==> src/verilog/serial_out_cfg_map.vh <==
`ifndef SERIAL_OUT_CFG_MAP_VH
`define SERIAL_OUT_CFG_MAP_VH
// =============================================
// register offsets
`define ADDR_DEV_INDEX        13'h0005
`define ADDR_CLK_DIVIDER      13'h000B
`define ADDR_OUT_DRV_ADJ      13'h0015
`define ADDR_SAMPLE_CLK_PHASE 13'h0016
`define ADDR_SERIAL_CTRL      13'h0021
`define ADDR_TRANSFER         13'h00FF
`define ADDR_RES_RATE_DOWN    13'h0100
`define ADDR_PULL_CTRL        13'h0101
`define ADDR_CM_GEN_CTRL      13'h0102
// =============================================
// reset values
`define RST_DEV_INDEX         8'h03
`define RST_CLK_DIVIDER       8'h00
`define RST_OUT_DRV_ADJ       8'h00
`define RST_SAMPLE_CLK_PHASE  8'h03
`define RST_SERIAL_CTRL       8'h32
`define RST_RES_RATE_DOWN     8'h00
`define RST_PULL_CTRL         8'h00
`define RST_CM_GEN_CTRL       8'h00
`define RST_DCO_PHASE         4'h3
`define RST_DCO_DEG           10'h0B4
`define RST_DCO_MULT_X2       4'h6
// =============================================
// field positions
`define FLD_TERM_HI           5
`define FLD_TERM_LO           4
`define FLD_DRIVE_2X          0
`define FLD_IN_PHASE_HI       6
`define FLD_IN_PHASE_LO       4
`define FLD_DCO_PHASE_HI      3
`define FLD_DCO_PHASE_LO      0
`define FLD_DIV_HI            2
`define FLD_DIV_LO            0
`define FLD_MODE_HI           6
`define FLD_MODE_LO           4
`define FLD_LOW_ENC           3
`define FLD_FRAME_2X          2
`define FLD_WIDTH_HI          1
`define FLD_WIDTH_LO          0
`define FLD_RATE_HI           2
`define FLD_RATE_LO           0
`define FLD_RES_HI            5
`define FLD_RES_LO            4
`define FLD_OVR_EN            6
`define FLD_XFER              0
`define FLD_PULL_DIS          0
`define FLD_CM_PD             3
`define FLD_CH_HI             1
`define FLD_CH_LO             0
// =============================================
// field codes
`define WIDTH_12              2'h2
`define WIDTH_10              2'h3
`define MODE_DDR_1LANE        3'h4
`define MODE_SDR_BIT          3'h0
`define MODE_SDR_BYTE         3'h1
`define MODE_DDR_BIT          3'h2
`define MODE_DDR_BYTE         3'h3
`define DCO_PHASE_MAX         4'hB
`define DCO_STEP_DEG          10'h03C
`endif

==> src/verilog/sample_phase_delay.v <==
`timescale 1ns/100ps
// =============================================
// sampling instant delay by whole input clocks
module sample_phase_delay #(
  parameter DEPTH = 8                      // max delay plus one
) (
  input  wire       clk_i,                 // converter clock
  input  wire       rst_n_i,               // sync reset, active low
  input  wire       strobe_i,              // undelayed sample strobe
  input  wire       div_active_i,          // clock divider in use
  input  wire [2:0] phase_i,               // delay in input clocks
  output reg        strobe_o               // delayed sample strobe
);
  reg [DEPTH-1:0] tap_r;
  // shift line, tap 0 is the strobe delayed one clock
  always @(posedge clk_i) begin
    if (!rst_n_i) begin
      tap_r <= {DEPTH{1'b0}};
    end else begin
      tap_r <= {tap_r[DEPTH-2:0], strobe_i};
    end
  end
  // pick delay only while dividing
  always @* begin
    if (!div_active_i || phase_i == 3'h0) begin
      strobe_o = strobe_i;
    end else begin
      strobe_o = tap_r[phase_i - 3'h1];
    end
  end
endmodule

==> src/verilog/serial_out_cfg.v <==
`timescale 1ns/100ps
`include "serial_out_cfg_map.vh"
// =============================================
// serial output stage configuration
//
// Contract
// - two-bit termination field selects internal output termination resistor
// - drive bit sets 2x on frame/data clock outputs selected by index
// - termination selected overrides the 2x clock drive
// - with divider active, sampling delayed 0 to 7 input clocks by field
// - data clock shifted 60 degrees per code, codes 0 to 11, reset 3
// - serialization register resets to 12-bit 1x DDR two-lane bytewise
// - lane mode and rate from register; clock multiplier follows mode
// - 12 or 10 bit words, 1x or 2x frame, 10-bit multipliers 2.5x/5x
// - override register takes effect only after transfer bit written
// - rate field limits maximum rate capability, not conversion rate
// - set bit disconnects serial data pin pull-down
// - set bit powers down common mode generator
// - all other registers take effect immediately on write
// - channel select picks which channels get per-channel settings
module serial_out_cfg (
  input  wire        clk_i,               // converter clock, 10 MHz
  input  wire        rst_n_i,             // sync reset, active low
  input  wire        wr_i,                // register write strobe
  input  wire        rd_i,                // register read strobe
  input  wire [12:0] addr_i,              // register address
  input  wire [7:0]  wdata_i,             // write data
  output reg  [7:0]  rdata_o,             // read data
  input  wire        sample_strobe_i,     // undelayed sample strobe
  output wire        sample_strobe_o,     // sampling instant
  output reg  [1:0]  termination_o,       // termination select
  output reg  [1:0]  clk_drive_2x_o,      // 2x drive per clock output
  output reg  [3:0]  dco_phase_o,         // data clock phase code
  output reg  [9:0]  dco_phase_deg_o,     // data clock shift, degrees
  output reg         dco_phase_bad_o,     // reserved code set
  output reg  [1:0]  serial_word_width_o, // word width code
  output reg         frame_2x_o,          // 2x frame mode
  output reg  [2:0]  lane_mode_o,         // serial data lane mode
  output reg         low_encode_o,        // low encode mode
  output reg  [3:0]  dco_mult_x2_o,       // data clock multiple, times two
  output reg  [1:0]  res_active_o,        // committed resolution code
  output reg  [2:0]  rate_cap_o,          // committed rate capability
  output reg         ovr_en_o,            // committed override enable
  output reg         pull_down_dis_o,     // serial pin pull-down off
  output reg         cm_gen_pd_o          // common mode generator off
);
  // register storage and commit state
  reg [7:0] dev_index_r;
  reg [7:0] clk_div_r;
  reg [7:0] out_drv_adj_r;
  reg [7:0] phase_r;
  reg [7:0] serial_ctrl_r;
  reg [7:0] res_rate_r;
  reg [7:0] res_rate_act_r;
  reg [7:0] pull_ctrl_r;
  reg [7:0] cm_ctrl_r;
  reg [1:0] drive_ch_r;
  reg       xfer_r;
  wire [1:0] ch_sel;
  wire [2:0] in_phase;

  // channel select and input phase fields
  assign ch_sel   = dev_index_r[`FLD_CH_HI:`FLD_CH_LO];
  assign in_phase = phase_r[`FLD_IN_PHASE_HI:`FLD_IN_PHASE_LO];

  // =============================================
  // register writes, immediate except override
  always @(posedge clk_i) begin
    if (!rst_n_i) begin
      dev_index_r   <= `RST_DEV_INDEX;
      clk_div_r     <= `RST_CLK_DIVIDER;
      out_drv_adj_r <= `RST_OUT_DRV_ADJ;
      phase_r       <= `RST_SAMPLE_CLK_PHASE;
      serial_ctrl_r <= `RST_SERIAL_CTRL;
      res_rate_r    <= `RST_RES_RATE_DOWN;
      pull_ctrl_r   <= `RST_PULL_CTRL;
      cm_ctrl_r     <= `RST_CM_GEN_CTRL;
      drive_ch_r    <= 2'h0;
    end else if (wr_i) begin
      case (addr_i)
        `ADDR_DEV_INDEX:        dev_index_r   <= wdata_i;
        `ADDR_CLK_DIVIDER:      clk_div_r     <= wdata_i;
        `ADDR_OUT_DRV_ADJ: begin
          out_drv_adj_r <= wdata_i;
          // drive bit lands only on selected clock outputs
          if (ch_sel[0]) drive_ch_r[0] <= wdata_i[`FLD_DRIVE_2X];
          if (ch_sel[1]) drive_ch_r[1] <= wdata_i[`FLD_DRIVE_2X];
        end
        `ADDR_SAMPLE_CLK_PHASE: phase_r       <= wdata_i;
        `ADDR_SERIAL_CTRL:      serial_ctrl_r <= wdata_i;
        `ADDR_RES_RATE_DOWN:    res_rate_r    <= wdata_i; // shadow only
        `ADDR_PULL_CTRL:        pull_ctrl_r   <= wdata_i;
        `ADDR_CM_GEN_CTRL:      cm_ctrl_r     <= wdata_i;
        default: ;
      endcase
    end
  end

  // =============================================
  // transfer strobe commits override shadow
  always @(posedge clk_i) begin
    if (!rst_n_i) begin
      res_rate_act_r <= `RST_RES_RATE_DOWN;
      xfer_r         <= 1'b0;
    end else begin
      // transfer write registered, commit one edge later
      xfer_r <= wr_i && addr_i == `ADDR_TRANSFER && wdata_i[`FLD_XFER];
      if (xfer_r) begin
        res_rate_act_r <= res_rate_r;
      end
    end
  end

  // =============================================
  // read mux, transfer bit self-clears
  always @(posedge clk_i) begin
    if (!rst_n_i) begin
      rdata_o <= 8'h00;
    end else if (rd_i) begin
      case (addr_i)
        `ADDR_DEV_INDEX:        rdata_o <= dev_index_r;
        `ADDR_CLK_DIVIDER:      rdata_o <= clk_div_r;
        `ADDR_OUT_DRV_ADJ:      rdata_o <= out_drv_adj_r & 8'h31;
        `ADDR_SAMPLE_CLK_PHASE: rdata_o <= phase_r & 8'h7F;
        `ADDR_SERIAL_CTRL:      rdata_o <= serial_ctrl_r;
        `ADDR_RES_RATE_DOWN:    rdata_o <= res_rate_r & 8'h77;
        `ADDR_PULL_CTRL:        rdata_o <= pull_ctrl_r & 8'h01;
        `ADDR_CM_GEN_CTRL:      rdata_o <= cm_ctrl_r & 8'h08;
        default:                rdata_o <= 8'h00;
      endcase
    end
  end

  // =============================================
  // driver and phase outputs
  always @(posedge clk_i) begin
    if (!rst_n_i) begin
      termination_o   <= 2'h0;
      clk_drive_2x_o  <= 2'h0;
      dco_phase_o     <= `RST_DCO_PHASE;
      dco_phase_deg_o <= `RST_DCO_DEG;
      dco_phase_bad_o <= 1'b0;
    end else begin
      termination_o <= out_drv_adj_r[`FLD_TERM_HI:`FLD_TERM_LO];
      // termination wins over doubled clock drive
      if (out_drv_adj_r[`FLD_TERM_HI:`FLD_TERM_LO] != 2'h0) begin
        clk_drive_2x_o <= 2'h0;
      end else begin
        clk_drive_2x_o <= drive_ch_r;
      end
      // data clock phase code, degrees and reserved flag
      dco_phase_o     <= phase_r[`FLD_DCO_PHASE_HI:`FLD_DCO_PHASE_LO];
      dco_phase_deg_o <= `DCO_STEP_DEG *
                         {6'h00, phase_r[`FLD_DCO_PHASE_HI:`FLD_DCO_PHASE_LO]};
      dco_phase_bad_o <= phase_r[`FLD_DCO_PHASE_HI:`FLD_DCO_PHASE_LO] >
                         `DCO_PHASE_MAX;
    end
  end

  // =============================================
  // serialization mode and clock multiplier
  always @(posedge clk_i) begin
    if (!rst_n_i) begin
      serial_word_width_o <= `WIDTH_12;
      frame_2x_o          <= 1'b0;
      lane_mode_o         <= `MODE_DDR_BYTE;
      low_encode_o        <= 1'b0;
      dco_mult_x2_o       <= `RST_DCO_MULT_X2;
    end else begin
      // fields passed straight from the register
      serial_word_width_o <= serial_ctrl_r[`FLD_WIDTH_HI:`FLD_WIDTH_LO];
      frame_2x_o          <= serial_ctrl_r[`FLD_FRAME_2X];
      lane_mode_o         <= serial_ctrl_r[`FLD_MODE_HI:`FLD_MODE_LO];
      low_encode_o        <= serial_ctrl_r[`FLD_LOW_ENC];
      // multiplier kept doubled so 2.5x stays integral
      case ({serial_ctrl_r[`FLD_WIDTH_LO], serial_ctrl_r[`FLD_MODE_HI:`FLD_MODE_LO]})
        4'h0, 4'h1:        dco_mult_x2_o <= 4'hC;
        4'h2, 4'h3:        dco_mult_x2_o <= 4'h6;
        4'h4:              dco_mult_x2_o <= 4'hC;
        4'h8, 4'h9:        dco_mult_x2_o <= 4'hA;
        4'hA, 4'hB:        dco_mult_x2_o <= 4'h5;
        4'hC:              dco_mult_x2_o <= 4'hA;
        default:           dco_mult_x2_o <= 4'h0;
      endcase
    end
  end

  // =============================================
  // committed override and user io controls
  always @(posedge clk_i) begin
    if (!rst_n_i) begin
      res_active_o    <= 2'h0;
      rate_cap_o      <= 3'h0;
      ovr_en_o        <= 1'b0;
      pull_down_dis_o <= 1'b0;
      cm_gen_pd_o     <= 1'b0;
    end else begin
      res_active_o    <= res_rate_act_r[`FLD_RES_HI:`FLD_RES_LO];
      rate_cap_o      <= res_rate_act_r[`FLD_RATE_HI:`FLD_RATE_LO];
      ovr_en_o        <= res_rate_act_r[`FLD_OVR_EN];
      pull_down_dis_o <= pull_ctrl_r[`FLD_PULL_DIS];
      cm_gen_pd_o     <= cm_ctrl_r[`FLD_CM_PD];
    end
  end

  // =============================================
  // sampling instant delay while divider active
  sample_phase_delay #(
    .DEPTH (8)
  ) u_delay (
    .clk_i        (clk_i),
    .rst_n_i      (rst_n_i),
    .strobe_i     (sample_strobe_i),
    .div_active_i (clk_div_r[`FLD_DIV_HI:`FLD_DIV_LO] != 3'h0),
    .phase_i      (in_phase),
    .strobe_o     (sample_strobe_o)
  );
endmodule

==> config.mk <==
export PLATFORM = sky130hd
export DESIGN_NAME = serial_out_cfg
export DESIGN_NICKNAME = d
export VERILOG_FILES = /design/src/verilog/sample_phase_delay.v /design/src/verilog/serial_out_cfg.v
export VERILOG_INCLUDE_DIRS = /design/src /design/src/verilog
export SDC_FILE = /design/constraint.sdc
export NUM_CORES = 1
export LEC_CHECK = 0
export BUFFER_PORTS_ARGS = -buffer_cell sky130_fd_sc_hd__buf_4
export CORE_MARGIN = 10
export CORE_UTILIZATION = 30
export CTS_BUF_LIST = sky130_fd_sc_hd__clkbuf_8
export DETAILED_ROUTE_END_ITERATION = 10
export PLACE_DENSITY_LB_ADDON = 0.1
export SLEW_MARGIN = 20
export SYNTH_ARGS = -nofsm -noshare
export SYNTH_HDL_FRONTEND = slang
export SYNTH_SLANG_ARGS = --single-unit
==> constraint.sdc <==
create_clock -name clk_i -period 6.9 [get_ports clk_i]
set_clock_uncertainty 0.1 [all_clocks]
set_input_delay 2.07 -clock clk_i [delete_from_list [all_inputs] [get_ports clk_i]]
set_output_delay 2.07 -clock clk_i [all_outputs]
set_load 0.01 [all_outputs]
## Word-level counts from Yosys, hierarchy flattened

Memory sizes are Yosys's and may differ from the RTL's. A register that Yosys moved wholly into a read port is not among the register bits.
Index checks and enable logic that the tools add are counted.

| operators by class | value |
|---|---|
| add/sub/neg operators | 1 |
| multipliers | 1 |
| $lt $le $gt $ge | 2 |
| equal/unequal tests | 9 |
| mux-type cells | 4 |
| bitwise gates (word level) | 1 |
| reductions and logical operators | 19 |

Operators with widths:

| operator | number |
|---|---|
| 8-bit one-hot mux with 8 select lines | 1 |
| 13-bit by 9-bit == test with 1-bit output (second input constant) | 3 |
| 13-bit by 5-bit == test with 1-bit output (second input constant) | 2 |
| 2-bit AND reduction | 8 |
| 13-bit by 3-bit == test with 1-bit output (second input constant) | 1 |
| 13-bit by 4-bit == test with 1-bit output (second input constant) | 1 |
| 13-bit by 6-bit == test with 1-bit output (second input constant) | 1 |
| 13-bit by 8-bit == test with 1-bit output (second input constant) | 1 |
| 4-bit by 4-bit multiplier with 8-bit output (first input constant) | 1 |
| 3-bit AND reduction | 2 |
| 4-bit > comparator (second input constant) | 1 |
| 3-bit by 4-bit < comparator with 1-bit output (second input constant) | 1 |
| 1-bit binary-select mux with 3-bit select | 1 |
| 3-bit logical NOT | 1 |
| 3-bit nonzero test | 1 |
| 3-bit by 1-bit subtractor with 3-bit output (second input constant) | 1 |
| 1-bit logical AND | 2 |
| 1-bit logical NOT | 2 |
| 1-bit 2-to-1 mux | 2 |
| 2-bit nonzero test | 1 |
| 2-bit OR reduction | 1 |
| 1-bit logical OR | 1 |
| 1-bit NOT | 1 |

| storage, ports and cells | value |
|---|---|
| register bits | 109 |
| ROM bits | 64 |
| logic and storage cells | 67 |
| memories | 1 |

Memory list:

| name | depth | width | rd ports | clocked after Yosys merged registers in | write ports | line | text |
|---|---|---|---|---|---|---|---|
| (no name shown) | 16 | 4 | 1 | 1 | 0 | serial_out_cfg.v:176 | `` case ({serial_ctrl_r[`FLD_WIDTH_LO], serial_ctrl_r[`FLD_MODE_HI:`FLD_MODE_LO]}) `` |

## Depth between registers and ports, before layout

| logic depth | value |
|---|---|
| depth in word-level cells | 4 |
| depth in mapped cells | 9 |
| gate-level depth less buffers | 9 |

## Cells and area by module

Synthesis repeated with hierarchy kept, for this count alone.

| unflattened totals | value |
|---|---|
| cell total of the unflattened synthesis | 462 |
| area total of the unflattened synthesis | 4536.9 um^2 |

By module, submodules not included:

| module | times used | cells an instance | area each (um^2) |
|---|---|---|---|
| serial_out_cfg | 1 | 432 | 4195.3 |
| sample_phase_delay | 1 | 30 | 341.6 |

## Least setup slack after synthesis

Ideal clock, no wire load.

| timing path | value |
|---|---|
| kind | input to output |
| start | input sample_strobe_i |
| end | output sample_strobe_o |
| data arrival time | 2.302 ns |
| slack | 2.428 ns |
| stages | 2 |
| buffers on the path | 0 |
| cell sequence | nor2_1 > a21oi_1 |

| on the way | value |
|---|---|
| longest elaborated chain between the ends | 1 |

RTL lines:

| item | line | text |
|---|---|---|
| start, declared | serial_out_cfg.v:29 | `input wire sample_strobe_i,` |
| 1-bit 2-to-1 mux | sample_phase_delay.v:25 | `if (!div_active_i \|\| phase_i == 3'h0) begin` |
| end, declared | serial_out_cfg.v:30 | `output wire sample_strobe_o,` |

No other way between the ends.

## Final worst setup path

Ends and elaborated chain as after synthesis.

==> run summary <==
Outcome
• run status: completed

Setup path
• WS Path Type: input pin to output pin
• Worst EP required: 4.73 ns
• worst flop-to-flop path startpoint: phase_r[2]$_SDFFE_PN0P_
• CP Launch Type: input pin
• crit-path max FO: 2
• endpoint kind of the worst setup timing path: output pin
• CP Capture Point: sample_strobe_o
• cells on worst reg2reg path: 8
• critical path launch point: sample_strobe_i
• Reg-to-Reg End: dco_phase_deg_o[9]$_SDFF_PN0_
• Data arrival, critical path: 2.47 ns
• Reg2Reg Setup Slack: 3.89 ns

Synth
• EDFF count, synth: 0
• number of instances in the synthesized netlist: 466
• proportion of synthesized flip-flops having asynchronous set or reset: 0%
• Synth Flop Type: sky130_fd_sc_hd__dfxtp_1
• Ys Warns: 0
• Mapped Area: 4490 um2
• number of flip-flops and latches in the synthesized netlist: 102
• Unique masters post-synth: 61
• share of the yosys chip area belonging to registers: 45.4%
• Post-Synthesis Mean Instance Area: 9.64 um2

Global routing
• antenna violations before repair: 0
• overflow left after global routing: 0
• pin count of the biggest net entering global routing: 95
• wire length of the first global-routing pass: 18.9 mm
• via count of the first global-routing pass: 3299
• overall fraction of global-route tracks in use: 12.0%

CTS
• clock edge transition at the registers on the reported setup and hold paths: 0.09 ns
• TritonCTS clock tree: done
• Longest Clk Path Bufs: 2
• clock latency on the worst-skew pair: 0.39 ns
• number of buffers inserted for hold repair after clock tree synthesis: 0
• CTS Root Buffer Type: sky130_fd_sc_hd__clkbuf_8
• Clock H-tree levels: 3
• number of gates given a new drive strength after cts: 0
• number of setup buffers added after CTS: 0
• number of clock buffers inserted by TritonCTS: 9
• number of clock sinks: 102

STA
• Worst Max-Slew Pin Slew: 0.796 ns
• worst relative slew slack: 46.9%
• Achievable Freq: 0.216 GHz
• unrepaired setup endpoints after global routing: no
• Post-Route Setup TNS: 0 ns
• Final setup violation count: 0
• final hold slack: 0.361 ns
• count of final max-slew check failures: 0
• time the final worst path needs with I/O delays and setup: 4.64 ns
• Hold Fails Final Rpt: 0
• final worst-path setup slack: 2.26 ns
• post-route clock period utilization: 67.2%

Hold path
• class of the tightest hold or removal check: flip-flop to flip-flop
• worst min-delay path startpoint: res_rate_act_r[4]$_SDFFE_PN0P_

Floorplanning
• number of standard-cell rows in the floorplan: 44
• initial core utilization: 30.8%
• top-level port count: 73
• area enclosed by the die boundary: 20300 um2
• width of the chip: 142 um
• Die Span Y: 142 um
• standard cell core area: 14600 um2

Routing
• Vias/cell: 4.85
• number of detailed-routing iterations run before antenna repair: 5
• via count: 3435
• post-DR wirelength/cell: 16.9 um
• aggregate routed wire length: 12.0 mm
• Final ANT Viol Nets: 0
• iteration-0 DRC count of the detailed router: 248
• residual DRC count: 0

Cells and area
• most common cell after layout, fill and taps aside: sky130_fd_sc_hd__dfxtp_1
• layout-stage area growth over the synthesis result: 18.7%
• highest-count cells in the layout ignoring fill and taps: 102 x sky130_fd_sc_hd__dfxtp_1, 81 x sky130_fd_sc_hd__nand2_1, 72 x sky130_fd_sc_hd__buf_4
• Layout Nets: 563
• share of final-layout standard cells stronger than drive strength 1: 21.0%
• ant diodes: 0

Power and ir drop
• VDD IR-drop max: 76.1 uV
• power density cells: 200 nW/um2
• total design power: 1.06 mW
• leakage dissipation: 2.08 nW

Placement
• final RePlAce weighted congestion: 0.865
• Final HPWL DP: 8.65 mm
• post-placement worst setup slack: 2.25 ns
• Buffers on Ports: 70

Job
• total of max-cap violations: 0

==> report_power, final <==
part / leakage, nW / switching (mW) / internal [mW] / total (mW)
registers: 0.822 / 0.000381 / 0.589 / 0.590
clock network: 0.102 / 0.219 / 0.205 / 0.423
logic: 1.16 / 0.0318 / 0.0197 / 0.0515
total: 2.08 / 0.251 / 0.814 / 1.06
==> state kept, by name, indices dropped and copies added (netlist names), 2 cells and up <==
name	flops
dco_mult_x2_o	4
clk_div_r	8
res_rate_r	6
drive_ch_r	2
res_active_o	2
serial_ctrl_r	8
rate_cap_o	3
serial_word_width_o	2
dev_index_r	8
termination_o	2
phase_r	7
rdata_o	8
out_drv_adj_r	3
lane_mode_o	3
dco_phase_o	4
clk_drive_2x_o	2
dco_phase_deg_o	7
res_rate_act_r	6
u_delay.tap_r	8
==> metal layers <==
metal	up-vias	track usage [%]	part of all wire (%)
met4	0	4.47	1.3
met3	12	3.60	6.0
met2	106	16.8	42
li1	1718	-	-
met5	-	0	0
met1	1599	16.8	51
==> cell families after synthesis <==
kind of cell	after synthesis	share of synthesized area (%)
AOI/OAI and AO/OA	70	11.8
xor gates and xnor gates	5	0.975
adders and majority gates	18	5.68
buffers and inverters	39	4.12
DFF	102	45.4
muxes	24	5.93
other	1	0.0834
and+or+nand+nor	207	25.9
==> layout make-up <==
type                            instances  area, um2
Timing Repair Buffer                   72        541
Clock buffer                            9        124
Clock inverter                          7       96.3
Sequential cell                       102       2040
Multi-Input combinational cell        326       2270
Fill cell                            1481       9260
Inverter                                8       30.0
Tap cell                              184        230
==> cell usage after synthesis (6+ instances only) <==
master | number | area (um2)
sky130_fd_sc_hd__and2_1 | 31 | 194
sky130_fd_sc_hd__nand2_1 | 81 | 304
sky130_fd_sc_hd__nand2b_1 | 9 | 56.3
sky130_fd_sc_hd__mux2i_1 | 21 | 210
sky130_fd_sc_hd__buf_2 | 7 | 35.0
sky130_fd_sc_hd__dfxtp_1 | 102 | 2040
sky130_fd_sc_hd__a21oi_1 | 8 | 40.0
sky130_fd_sc_hd__o21ai_0 | 6 | 30.0
sky130_fd_sc_hd__inv_1 | 8 | 30.0
sky130_fd_sc_hd__nor2b_1 | 21 | 131
sky130_fd_sc_hd__a22o_1 | 7 | 61.3
sky130_fd_sc_hd__nand3_1 | 22 | 110
sky130_fd_sc_hd__clkbuf_1 | 16 | 60.1
sky130_fd_sc_hd__nor4_1 | 6 | 37.5
sky130_fd_sc_hd__ha_1 | 14 | 175
sky130_fd_sc_hd__a21boi_0 | 19 | 143
==> worst min-delay path by stage <==
stage	end	slack, ns	cells after the start
after floorplan	ovr_en_o$_SDFF_PN0_	0.33	1
after global placement	u_delay.tap_r[6]$_SDFF_PN0_	0.34	1
after detailed placement	res_active_o[0]$_SDFF_PN0_	0.34	1
after CTS	res_active_o[0]$_SDFF_PN0_	0.36	1
after global routing	rate_cap_o[1]$_SDFF_PN0_	0.38	1
final	res_active_o[0]$_SDFF_PN0_	0.36	1
==> worst max-delay path: stages <==
cell	delay (ns)
sky130_fd_sc_hd__buf_4	0.11
sky130_fd_sc_hd__nor2_1	0.09
sky130_fd_sc_hd__a21oi_1	0.05
sky130_fd_sc_hd__buf_4	0.15
==> per-stage QoR <==
stage,utilization (%),instance area [um2],cells
after floorplan,-,4500,467
after global routing,36.6,5330,708
final,36.6,5330,708
after detailed placement,35.1,5110,692
after global placement,35.1,5110,692
after CTS,36.6,5330,708
(Power assumes the default switching activity.)
